File: src/swid_pkg.sv
// Purpose: Shared constants for the single-wire identification ROM master.
// Assumes: 100 MHz system clock.
// Notes: Times are in microseconds; cycle counts derive from them.
package swid_pkg;
  localparam int ClkMhz = 100;
  localparam int ResetLowUs = 480;
  localparam int ResetHighUs = 480;
  localparam int PresenceWaitMinUs = 15;
  localparam int PresenceSampleUs = 70;
  localparam int SlotLengthUs = 70;
  localparam int WriteOneLowUs = 6;
  localparam int WriteZeroLowUs = 65;
  localparam int ReadLowUs = 2;
  localparam int ReadSampleUs = 12;
  localparam int RecoveryGapUs = 2;
  localparam int ResetLowCyc = ResetLowUs * ClkMhz;
  localparam int ResetHighCyc = ResetHighUs * ClkMhz;
  localparam int PresenceSampleCyc = PresenceSampleUs * ClkMhz;
  localparam int SlotLengthCyc = SlotLengthUs * ClkMhz;
  localparam int WriteOneLowCyc = WriteOneLowUs * ClkMhz;
  localparam int WriteZeroLowCyc = WriteZeroLowUs * ClkMhz;
  localparam int ReadLowCyc = ReadLowUs * ClkMhz;
  localparam int ReadSampleCyc = ReadSampleUs * ClkMhz;
  localparam int RecoveryGapCyc = RecoveryGapUs * ClkMhz;
  localparam logic [7:0] CmdReadRom = 8'h33;
  localparam logic [7:0] CmdSearchRom = 8'hf0;
  localparam logic [7:0] CrcPoly = 8'h8c;
  localparam logic [15:0] ResetCountInit = 16'h0000;
  typedef enum logic [1:0] {SWID_OP_RESET, SWID_OP_WRITE, SWID_OP_READ} swid_op_e;
endpackage : swid_pkg

File: src/swid_master.sv
// Purpose: Master controller that reads or searches a 64-bit single-wire ID ROM.
// Assumes: Open-drain line with external pull-up; lineIn synchronous to sysClk.
// Notes: The CRC check runs over all 64 bits and expects zero.
`timescale 1ns/100ps
module swid_master (
  input wire logic sysClk,
  input wire logic rstn,
  input wire logic startRead,
  input wire logic startSearch,
  input wire logic [63:0] searchPath,
  output logic busy,
  output logic done,
  output logic presence,
  output logic crcOk,
  output logic searchFail,
  output logic [63:0] romData,
  output logic [11:0] customerId,
  input wire logic lineIn,
  output logic lineOut,
  output logic lineOeN
);
  import swid_pkg::*;
  typedef enum logic [3:0] {
    M_IDLE, M_RESET, M_CMD, M_READ, M_SRCH_BIT, M_SRCH_CMP, M_SRCH_WR, M_WAIT, M_END
  } swid_m_e;
  typedef struct packed {
    logic [1:0] rstSync;
    swid_m_e state;
    swid_m_e after;
    logic search;
    logic [7:0] cmd;
    logic [6:0] idx;
    logic trueBit;
    logic [63:0] rom;
    logic pres;
    logic crcGood;
    logic fail;
    logic done;
    logic opStart;
    swid_op_e opKind;
    logic opBit;
  } swid_m_s;
  swid_m_s st_reg;
  swid_m_s st_next;
  logic rstLocalN;
  logic opDone;
  logic opResult;
  logic [7:0] crcValue;
  logic crcEn;
  logic crcClear;
  assign rstLocalN = st_reg.rstSync[1];

  // The last bit is folded in here, since the running value lags by one bit.
  function automatic logic crcZero(input logic [7:0] c, input logic b);
    logic [7:0] n;
    n = (c >> 1) ^ ((c[0] ^ b) ? CrcPoly : 8'h00);
    crcZero = (n == 8'h00);
  endfunction : crcZero

  always_comb begin
    st_next = st_reg;
    st_next.rstSync = {st_reg.rstSync[0], 1'b1};
    st_next.opStart = 1'b0;
    st_next.done = 1'b0;
    crcEn = 1'b0;
    crcClear = 1'b0;
    unique case (st_reg.state)
      M_IDLE: begin
        if (startRead || startSearch) begin
          st_next.search = startSearch && !startRead;
          st_next.cmd = (startSearch && !startRead) ? CmdSearchRom : CmdReadRom;
          st_next.idx = '0;
          st_next.fail = 1'b0;
          st_next.crcGood = 1'b0;
          st_next.opStart = 1'b1;
          st_next.opKind = SWID_OP_RESET;
          st_next.state = M_RESET;
          crcClear = 1'b1;
        end
      end
      M_RESET: begin
        if (opDone) begin
          st_next.pres = opResult;
          if (!opResult) begin
            st_next.state = M_END;
          end else begin
            st_next.opStart = 1'b1;
            st_next.opKind = SWID_OP_WRITE;
            st_next.opBit = st_reg.cmd[0];
            st_next.state = M_CMD;
          end
        end
      end
      M_CMD: begin
        if (opDone) begin
          st_next.idx = st_reg.idx + 7'd1;
          st_next.opStart = 1'b1;
          if (st_reg.idx == 7'd7) begin
            st_next.idx = '0;
            st_next.opKind = SWID_OP_READ;
            st_next.state = st_reg.search ? M_SRCH_BIT : M_READ;
          end else begin
            st_next.opKind = SWID_OP_WRITE;
            st_next.opBit = st_reg.cmd[st_reg.idx[2:0] + 3'd1];
          end
        end
      end
      M_READ: begin
        if (opDone) begin
          st_next.rom[st_reg.idx[5:0]] = opResult;
          crcEn = 1'b1;
          if (st_reg.idx == 7'd63) begin
            st_next.crcGood = crcZero(crcValue, opResult);
            st_next.state = M_END;
          end else begin
            st_next.idx = st_reg.idx + 7'd1;
            st_next.opStart = 1'b1;
            st_next.opKind = SWID_OP_READ;
          end
        end
      end
      M_SRCH_BIT: begin
        if (opDone) begin
          st_next.trueBit = opResult;
          st_next.opStart = 1'b1;
          st_next.opKind = SWID_OP_READ;
          st_next.state = M_SRCH_CMP;
        end
      end
      M_SRCH_CMP: begin
        if (opDone) begin
          st_next.opStart = 1'b1;
          st_next.opKind = SWID_OP_WRITE;
          st_next.state = M_SRCH_WR;
          if (st_reg.trueBit && opResult) begin
            st_next.fail = 1'b1;
            st_next.opStart = 1'b0;
            st_next.state = M_END;
          end else if (st_reg.trueBit != opResult) begin
            st_next.opBit = st_reg.trueBit;
          end else begin
            st_next.opBit = searchPath[st_reg.idx[5:0]];
          end
        end
      end
      M_SRCH_WR: begin
        if (opDone) begin
          st_next.rom[st_reg.idx[5:0]] = st_reg.opBit;
          crcEn = 1'b1;
          if (st_reg.idx == 7'd63) begin
            st_next.crcGood = crcZero(crcValue, st_reg.opBit);
            st_next.state = M_END;
          end else begin
            st_next.idx = st_reg.idx + 7'd1;
            st_next.opStart = 1'b1;
            st_next.opKind = SWID_OP_READ;
            st_next.state = M_SRCH_BIT;
          end
        end
      end
      M_WAIT: st_next.state = M_END;
      M_END: begin
        st_next.done = 1'b1;
        st_next.state = M_IDLE;
      end
      default: st_next.state = M_IDLE;
    endcase
  end

  always_ff @(posedge sysClk or negedge rstn) begin
    if (!rstn) begin
      st_reg <= '0;
    end else begin
      st_reg <= st_next;
    end
  end

  swid_crc8 u_crc (
    .sysClk(sysClk),
    .rstLocalN(rstLocalN),
    .crcClear(crcClear),
    .crcEn(crcEn),
    .crcBit(st_reg.state == M_READ ? opResult : st_reg.opBit),
    .crcValue(crcValue)
  );

  swid_slot u_slot (
    .sysClk(sysClk),
    .rstLocalN(rstLocalN),
    .opStart(st_reg.opStart),
    .opKind(st_reg.opKind),
    .opBit(st_reg.opBit),
    .opDone(opDone),
    .opResult(opResult),
    .lineIn(lineIn),
    .lineOut(lineOut),
    .lineOeN(lineOeN)
  );

  assign busy = (st_reg.state != M_IDLE);
  assign done = st_reg.done;
  assign presence = st_reg.pres;
  assign crcOk = st_reg.crcGood;
  assign searchFail = st_reg.fail;
  assign romData = st_reg.rom;
  assign customerId = st_reg.rom[55:44];
endmodule : swid_master

File: src/swid_crc8.sv
// Purpose: Running CRC-8 over received ROM bits, least significant bit first.
// Assumes: One bit per clear-free enable pulse.
// Notes: Reflected form of x^8 + x^5 + x^4 + 1.
`timescale 1ns/100ps
module swid_crc8 (
  input wire logic sysClk,
  input wire logic rstLocalN,
  input wire logic crcClear,
  input wire logic crcEn,
  input wire logic crcBit,
  output logic [7:0] crcValue
);
  import swid_pkg::*;
  typedef struct packed {logic [7:0] crc;} swid_crc_s;
  swid_crc_s st_reg;
  swid_crc_s st_next;
  function automatic logic [7:0] crcStep(input logic [7:0] c, input logic b);
    logic fb;
    fb = c[0] ^ b;
    crcStep = (c >> 1) ^ (fb ? CrcPoly : 8'h00);
  endfunction : crcStep
  always_comb begin
    st_next = st_reg;
    if (crcClear) begin
      st_next.crc = 8'h00;
    end else if (crcEn) begin
      st_next.crc = crcStep(st_reg.crc, crcBit);
    end
  end
  always_ff @(posedge sysClk or negedge rstLocalN) begin
    if (!rstLocalN) begin
      st_reg <= '0;
    end else begin
      st_reg <= st_next;
    end
  end
  assign crcValue = st_reg.crc;
endmodule : swid_crc8

File: src/swid_slot.sv
// Purpose: Timed single-wire primitives: reset/presence, write slot, read slot.
// Assumes: Pull-up on the line; line input synchronous to sysClk.
// Notes: Output enable is low while the pin is driven low.
`timescale 1ns/100ps
module swid_slot (
  input wire logic sysClk,
  input wire logic rstLocalN,
  input wire logic opStart,
  input wire swid_pkg::swid_op_e opKind,
  input wire logic opBit,
  output logic opDone,
  output logic opResult,
  input wire logic lineIn,
  output logic lineOut,
  output logic lineOeN
);
  import swid_pkg::*;
  typedef enum logic [2:0] {SL_IDLE, SL_LOW, SL_HIGH, SL_RECOVER, SL_DONE} swid_sl_e;
  typedef struct packed {
    swid_sl_e state;
    swid_op_e kind;
    logic bitVal;
    logic result;
    logic [19:0] count;
  } swid_slot_s;
  swid_slot_s st_reg;
  swid_slot_s st_next;
  function automatic logic [19:0] lowCycles(input swid_op_e k, input logic b);
    if (k == SWID_OP_RESET) begin
      lowCycles = 20'(ResetLowCyc);
    end else if (k == SWID_OP_READ) begin
      lowCycles = 20'(ReadLowCyc);
    end else begin
      lowCycles = b ? 20'(WriteOneLowCyc) : 20'(WriteZeroLowCyc);
    end
  endfunction : lowCycles
  always_comb begin
    st_next = st_reg;
    st_next.count = st_reg.count + 20'd1;
    unique case (st_reg.state)
      SL_IDLE: begin
        st_next.count = '0;
        if (opStart) begin
          st_next.state = SL_LOW;
          st_next.kind = opKind;
          st_next.bitVal = opBit;
          st_next.result = 1'b0;
        end
      end
      SL_LOW: begin
        if (st_reg.count == lowCycles(st_reg.kind, st_reg.bitVal) - 20'd1) begin
          st_next.state = SL_HIGH;
        end
      end
      SL_HIGH: begin
        if (st_reg.kind == SWID_OP_READ && st_reg.count == 20'(ReadSampleCyc)) begin
          st_next.result = lineIn;
        end
        if (st_reg.kind == SWID_OP_RESET && st_reg.count == 20'(ResetLowCyc + PresenceSampleCyc)) begin
          st_next.result = !lineIn;
        end
        if (st_reg.kind == SWID_OP_RESET) begin
          if (st_reg.count == 20'(ResetLowCyc + ResetHighCyc - 1)) begin
            st_next.state = SL_DONE;
          end
        end else if (st_reg.count >= 20'(SlotLengthCyc - 1)) begin
          st_next.state = SL_RECOVER;
          st_next.count = '0;
        end
      end
      SL_RECOVER: begin
        if (!lineIn) begin
          st_next.count = '0;
        end else if (st_reg.count == 20'(RecoveryGapCyc - 1)) begin
          st_next.state = SL_DONE;
        end
      end
      SL_DONE: begin
        st_next.state = SL_IDLE;
      end
      default: st_next.state = SL_IDLE;
    endcase
  end
  always_ff @(posedge sysClk or negedge rstLocalN) begin
    if (!rstLocalN) begin
      st_reg <= '0;
    end else begin
      st_reg <= st_next;
    end
  end
  assign lineOut = 1'b0;
  assign lineOeN = (st_reg.state != SL_LOW);
  assign opDone = (st_reg.state == SL_DONE);
  assign opResult = st_reg.result;
endmodule : swid_slot

File: config.mk
export PLATFORM = sky130hd
export DESIGN_NAME = swid_master
export DESIGN_NICKNAME = d
export VERILOG_FILES = /design/src/swid_pkg.sv /design/src/swid_master.sv /design/src/swid_crc8.sv /design/src/swid_slot.sv
export SDC_FILE = /design/constraint.sdc
export NUM_CORES = 1
export LEC_CHECK = 0
export BUFFER_PORTS_ARGS = -buffer_cell sky130_fd_sc_hd__buf_2
export CAP_MARGIN = 10
export CORE_UTILIZATION = 50
export CTS_CLUSTER_SIZE = 10
export DETAILED_ROUTE_END_ITERATION = 8
export PLACE_DENSITY = 0.72
export SLEW_MARGIN = 10
export SYNTH_ARGS = -nofsm -noshare
export SYNTH_HDL_FRONTEND = slang
export SYNTH_SLANG_ARGS = --single-unit
File: constraint.sdc
create_clock -name sysClk -period 1.2 [get_ports sysClk]
set_input_delay 0.24 -clock sysClk [delete_from_list [all_inputs] [get_ports sysClk]]
set_output_delay 0.24 -clock sysClk [all_outputs]
set_load 0.01 [all_outputs]
==> metrics.md, run 1 <==
| Metric | Value |
|---|---|
| Ys Warns | 0 |
| Slowest library cell on the worst path | dfrtp_1 |
| Post-DP Area | 0.00929 mm^2 |
| Post-synth top area share | 41.9% |
| Pins Over Slew Limit | 0 |
| Layout area overhead | 65.4% |
| Vias in the first global route | 7298 |
| Synth top cells by count | dfrtp_1, nor2_1, buf_4 |
| Kind of critical path | flop to flop |
| Routed WL | 30.7 mm |
| Post-synthesis sequential area ratio | 41.9% |
| CP max FO | 5 |
| Critical Path RT | 1.51 ns |
| Row cnt | 44 |
| RSZ-0062 raised after global routing | yes |
| Num CTS Buffers | 17 |
| Area occupied by multi-input gates | 0.00482 mm^2 |
| Core area | 0.0145 mm^2 |
| Layout cells sized above 1 | 60.6% |
| # IOs | 152 |
| Worst-margin pin slew | 0.510 ns |
| Syn avg cell area | 8.78 um^2 |
| Flops & latches, synth | 124 |
| Reg area | 0.00311 mm^2 |
| Die X | 124 um |
| Gr usage total | 32.5% |
| Via/cell ratio | 6.38 |
| Placement Setup Slack | -0.774 ns |
| CTS tree | done |
| Synth area leaders | dfrtp_1, buf_4, a21oi_1 |
| Period utilisation layout | 179% |
| HP Class | input pin to flop |
| WL/cell | 22.9 um |
| Setup crit end kind | flop |
| Top Family by Delay on Critical Path | simple AND/OR/NAND/NOR gates |
| Remaining DRCs | 0 |
| N_diodes | 0 |
| Power density cells | 1440 mW/mm^2 |
| Design Area, Final | 0.0122 mm^2 |
| CP Cell Sequence | or3_4 -> or3_4 -> a21oi_4 -> a31oi_1 -> o21ai_1 -> o41ai_2 |
| Die area | 0.0153 mm^2 |
| IO buf count | 150 |
| Global-route wire length before repair | 37.7 mm |
| Skew final | 0.0104 ns |
| CP max stage delay | 0.46 ns |
| Crit path arrival time | 2.46 ns |
| Most used DFF post-synth | dfrtp_1 |
| CTS clock-pin slew for the worst setup and hold paths | 0.06 ns |
| Tmin final | 2.15 ns |
| Setup violations, final | 174 |
| Final hold viol count | 0 |
| Largest net degree at the start of global routing | 63 |
| Fin util | 84.5% |
| Antenna violations before repair | 0 |
| Drt pass-1 iters | 6 |
| CTS max path bufs | 2 |
| Buf+Inv Stages, Crit Path | 0 |
| Max reg flops | 64 |
| Crit start category | flop |
| Async S/R FF share, synth | 100% |
| Slew headroom | 66.0% |
| DP Wirelength | 14.7 mm |
| Count of flip-flops with a built-in enable after synthesis | 0 |
| Die height | 124 um |
| Routability cong. | 0.967 |
| Nets | 1218 |
| H-Tree Depth | 4 |
| FMAX | 465 MHz |
| Clk root buf | clkbuf_16 |
| Maximum VDD drop | 1450 uV |
| Post-synthesis cell count | 843 |
| Top-count cell post-synth | dfrtp_1 |
| Number of library cell types mapped by synthesis | 61 |
| Total grt overflow | 0 |
| Static leakage | 5.59 nW |
| First DRT Iteration DRCs | 998 |
| Yosys top cell by area | dfrtp_1 |
| Final WS setup | -0.952 ns |
| Clock sinks | 124 |
| Clk_lat worst skew | 0.43 ns |
| Post-route antenna net violation count | 0 |
| Synth Net Count | 917 |
| Status | finished, violations left |
| Failing checks | negative setup slack |
| Netlist Area Pre-Place | 0.00740 mm^2 |
| Most used cell, CP | or3_4 |
| Fillers | 714 |
| Vias post-DR | 8545 |
| Max Cap Viol | 0 |
| Initial Utilization | 51.1% |
==> worst paths after layout <==
check                           slack [ns]  cells after the start           endpoint        from
worst max-delay path                 -0.95                      6         st_reg[78]  st_reg[78]
worst min-delay path                  0.13                      3         st_reg[86]   startRead
worst max register to register       -0.95                      6         st_reg[78]  st_reg[78]
worst min register to register        0.23                      1  u_slot.st_reg[17]   rstLocalN
max in group asynchronous             0.50                      3         st_reg[96]        rstn
min in group asynchronous             0.23                      1  u_slot.st_reg[17]   rstLocalN
==> logic make-up after synthesis <==
logic type | after synthesis | share of synthesized area (%)
fa+ha+maj | 5 | 0.845
simple gates | 266 | 18.0
other cells | 2 | 0.101
flops | 124 | 41.9
xor+xnor | 26 | 3.08
mux | 32 | 4.85
compound gates | 237 | 19.1
buf+inv | 151 | 12.1
==> metal layers <==
| metal | vias to the layer above | track usage, % | wire, um |
|---|---|---|---|
| li1 | 3543 | - | - |
| met1 | 4106 | 40.8 | 11100 |
| met2 | 668 | 54.3 | 14800 |
| met3 | 228 | 6.32 | 2730 |
| met4 | 0 | 14.4 | 2060 |
| met5 | - | 0 | 0 |
==> layout by cell type (no fill, tap or decap), drive strengths merged, types with 5 or more instances in the layout <==
master	synthesis	final
buf	92	415
o21ai	54	54
nor2b	11	11
clkbuf	48	24
nand3	33	33
and3	10	12
nand2	55	55
nor3	16	16
a21oi	75	75
nand4	9	9
nor4	8	8
mux2i	19	19
o31ai	20	20
mux2	11	11
xnor2	9	9
a22oi	7	7
nand2b	8	8
a31oi	46	46
nand3b	6	6
dfrtp	124	124
xor2	17	17
inv	11	11
ha	5	5
o22ai	7	7
or3	6	6
nor2	84	84
a211oi	5	5
==> power breakdown <==
| group | leakage (nW) | internal, mW | switching [mW] |
|---|---|---|---|
| sequential | 1.68 | 4.36 | 0.274 |
| combinational | 3.62 | 3.73 | 3.85 |
| clock | 0.286 | 3.46 | 2.01 |
| total | 5.59 | 11.6 | 6.13 |
==> worst min-delay path: cells and delay by family <==
family          cells  cell delay (ns)
compound gates      1             0.06
buf+inv             2             0.22
==> repair_timing <==
item | in CTS | in global routing
pin swaps | 45 | 42
hold endpoints to repair | 89 | 0
buffers inserted | 43 | 55
resized for setup | 188 | 178
gates cloned | 6 | 5
endpoints found under the setup margin | 153 | 201
hold buffers | 1 | 0
==> stage by stage <==
step	hold slack [ns]	TNS [ns]	instances	power, mW
after floorplan	-0.0556	-65.41	843	7.22
after global placement	0.238	-74.00	1215	9.28
after detailed placement	0.239	-76.70	1215	9.32
after CTS	0.121	-73.41	1293	16.3
after global routing	0.132	-96.66	1340	18.2
final	0.134	-89.02	1340	17.7
==> cell type report <==
class | instances | share of cell area [%]
timing repair buffer | 420 | 28.0
tap | 184 | 1.88
clock buffer | 20 | 3.57
inverter | 11 | 0.337
clock inverter | 11 | 1.39
multi-input combinational | 570 | 39.4
sequential | 124 | 25.4
No activity file was read; power rests on OpenSTA's default activity.
==> run 2: changes to the inputs <==
ABC_AREA = 1   (was default)
CORE_UTILIZATION = 40   (was 50)
CTS_BUF_LIST = sky130_fd_sc_hd__clkbuf_2 sky130_fd_sc_hd__clkbuf_4 sky130_fd_sc_hd__clkbuf_8   (was default)
PLACE_DENSITY = 0.59   (was 0.72)
==> metrics.md, run 2 <==
| Metric | Value |
|---|---|
| Clk pwr share | 32.1% |
| Layout cells sized above 1 | 59.3% |
| Sw frac | 33.4% |
| WL/cell | 15.4 um |
| Synth area leaders | dfrtp_1, nand2_1, buf_4 |
| CP max FO | 4 |
| H-Tree Depth | 4 |
| HP Class | input pin to flop |
| Nets | 1520 |
| Reg2reg start | u_slot.st_reg[22] |
| Commonest non-fill, non-tap cell in the layout | buf_4 |
| IO buf count | 150 |
| Critical Path Start | u_slot.st_reg[22] |
| Pins Over Slew Limit | 0 |
| Clock sinks | 124 |
| Most frequent cells in the layout | buf_4, nand2_1, buf_2 |
| Gr usage total | 24.9% |
| Routability cong. | 0.886 |
| Switching Power | 3.99 mW |
| CTS max path bufs | 2 |
| Failing checks | negative setup slack |
| Core area | 0.0195 mm^2 |
| Setup violations, final | 201 |
| Via/cell ratio | 4.88 |
| Total grt overflow | 0 |
| First DRT Iteration DRCs | 380 |
| Vias post-DR | 8405 |
| Max Cap Viol | 0 |
| CTS clock-pin slew for the worst setup and hold paths | 0.09 ns |
| Async S/R FF share, synth | 100% |
| Routed WL | 26.6 mm |
| Die height | 144 um |
| Maximum VDD drop | 1240 uV |
| Number of library cell types mapped by synthesis | 46 |
| Crit path arrival time | 2.24 ns |
| Antenna violations before repair | 0 |
| Setup TNS | -63.44 ns |
| Final hold viol count | 0 |
| Setup crit end kind | flop |
| CTS tree | done |
| Fin util | 69.8% |
| Clk_lat worst skew | 0.47 ns |
| Kind of critical path | flop to flop |
| Count of flip-flops with a built-in enable after synthesis | 0 |
| DP Wirelength | 16.5 mm |
| Power density cells | 879 mW/mm^2 |
| Syn avg cell area | 7.75 um^2 |
| Layout area overhead | 70.0% |
| # IOs | 152 |
| Reg area | 0.00311 mm^2 |
| Area occupied by multi-input gates | 0.00506 mm^2 |
| Largest net degree at the start of global routing | 36 |
| Synth top cells by count | nand2_1, dfrtp_1, inv_1 |
| Die X | 144 um |
| Int Pwr | 7.97 mW |
| Hold_ws | 0.0697 ns |
| RSZ-0062 raised after global routing | yes |
| Synth Net Count | 1108 |
| Most used DFF post-synth | dfrtp_1 |
| Top-count cell post-synth | nand2_1 |
| Post-synth top area share | 38.7% |
| Netlist Area Pre-Place | 0.00801 mm^2 |
| Skew final | 0.0131 ns |
| Sequential Power Share | 36.9% |
| Die area | 0.0206 mm^2 |
| Yosys top cell by area | dfrtp_1 |
| Post-synthesis sequential area ratio | 38.7% |
| Remaining DRCs | 0 |
| Critical Path RT | 1.56 ns |
| Status | finished, violations left |
| Global-route wire length before repair | 39.4 mm |
| Drt pass-1 iters | 5 |
| Gate power share | 31.0% |
| Final WS setup | -0.677 ns |
| Num CTS Buffers | 17 |
| Post-synthesis cell count | 1034 |
| Row cnt | 51 |
| Post-route antenna net violation count | 0 |
| Tmin final | 1.88 ns |
| Vias in the first global route | 7966 |
| HP Start | startRead |
| Ys Warns | 0 |
| Clk root buf | clkbuf_8 |
| Flops & latches, synth | 124 |
| Initial Utilization | 41.0% |
| N_diodes | 0 |
| Fillers | 1477 |
| Crit start category | flop |
| Static leakage | 6.63 nW |
| Period utilisation layout | 156% |
| Max reg flops | 64 |
| FMAX | 533 MHz |
run 2: cell count changes in the layout (fill, tap and decap cells not counted), moves of 17 or more:
cell | previous run | this run
a21oi_2 | 37 | 7
buf_4 | 197 | 254
nor2_4 | 32 | 68
inv_1 | 10 | 93
a31oi_1 | 39 | 0
nand2_1 | 32 | 125
o21a_1 | 2 | 66
buf_6 | 66 | 85
nand3_2 | 11 | 28
nand2_2 | 14 | 61
clkbuf_16 | 21 | 0
inv_2 | 1 | 28
clkbuf_8 | 0 | 18
run 2: cell type report:
type / instances / share of cell area (%)
Multi-Input combinational cell: 679 / 37.2
Clock inverter: 14 / 1.10
Sequential cell: 124 / 22.9
Tap cell: 265 / 2.43
Inverter: 131 / 4.01
Clock buffer: 18 / 1.82
Timing Repair Buffer: 493 / 30.6
run 2: path summary, 6_finish.rpt:
| path | to | slack, ns | cells after the start |
|---|---|---|---|
| worst min register to register | u_slot.st_reg[13] | 0.22 | 1 |
| worst max register to register | u_slot.st_reg[25] | -0.68 | 14 |
| min in group asynchronous | u_slot.st_reg[13] | 0.22 | 1 |
| max in group asynchronous | romData[11] | 0.48 | 3 |
| worst min-delay path | st_reg[86] | 0.07 | 3 |
| worst max-delay path | u_slot.st_reg[25] | -0.68 | 14 |
run 2: timing repair:
action / 4_1_cts / 5_1_grt
gates resized for setup: 256 / 156
hold buffers: 1 / 0
hold endpoints to repair: 42 / 0
pin swaps: 91 / 79
setup buffers: 82 / 44
cloned: 11 / 0
endpoints found under the setup margin: 203 / 204
run 2: routing by layer:
metal  up-vias  part of all wire, %  track usage [%]  routed length [um]
met3        42                  4.0             4.17                1060
li1       4095                    -                -                   -
met4         0                  1.6             7.45                 439
met1      4038                   42             31.1               11100
met2       230                   53             43.8               14000
met5         -                    0                0                   0
run 2: cells by family (layout without fill, tap and decap cells):
group	count (synthesis)	after routing	synth area share, %
adders and majority gates	5	5	0.781
xor gates and xnor gates	15	15	1.64
other	2	2	0.0937
DFF	124	124	38.7
and+or+nand+nor	496	497	30.2
buffers and inverters	232	656	15.1
AOI/OAI and AO/OA	158	158	13.2
muxes	2	2	0.265
run 2: metrics by stage:
stage / power [mW] / instances / setup slack, ns / cell area, um^2
3_5_place_dp: 6.78 / 1566 / -0.666 / 10400
5_1_grt: 12.4 / 1724 / -0.829 / 13600
4_1_cts: 11.5 / 1689 / -0.645 / 12800
6_report: 12.0 / 1724 / -0.677 / 13600
3_3_place_gp: 6.78 / 1566 / -0.627 / 10400
2_1_floorplan: 5.76 / 1034 / -0.600 / 8310
run 2: power groups by stage:
stage	Clock (mW)	Combinational [mW]	Sequential, mW
after floorplan	0	1.30	4.46
after global placement	0	2.31	4.46
after detailed placement	0	2.32	4.46
after CTS	3.87	3.23	4.40
after global routing	4.07	3.95	4.42
final	3.84	3.71	4.41
run 2: critical path: stages (launching register included):
cell,delay (ns)
dfrtp_1,0.39
inv_2,0.09
nand2_2,0.06
o21ai_2,0.07
inv_2,0.07
ha_4,0.22
xnor2_1,0.12
nor3_1,0.15
o21ai_1,0.08
nor2_1,0.10
nand3_1,0.09
nand2_2,0.11
nand3_2,0.09
nand2_1,0.08
nand2_1,0.04
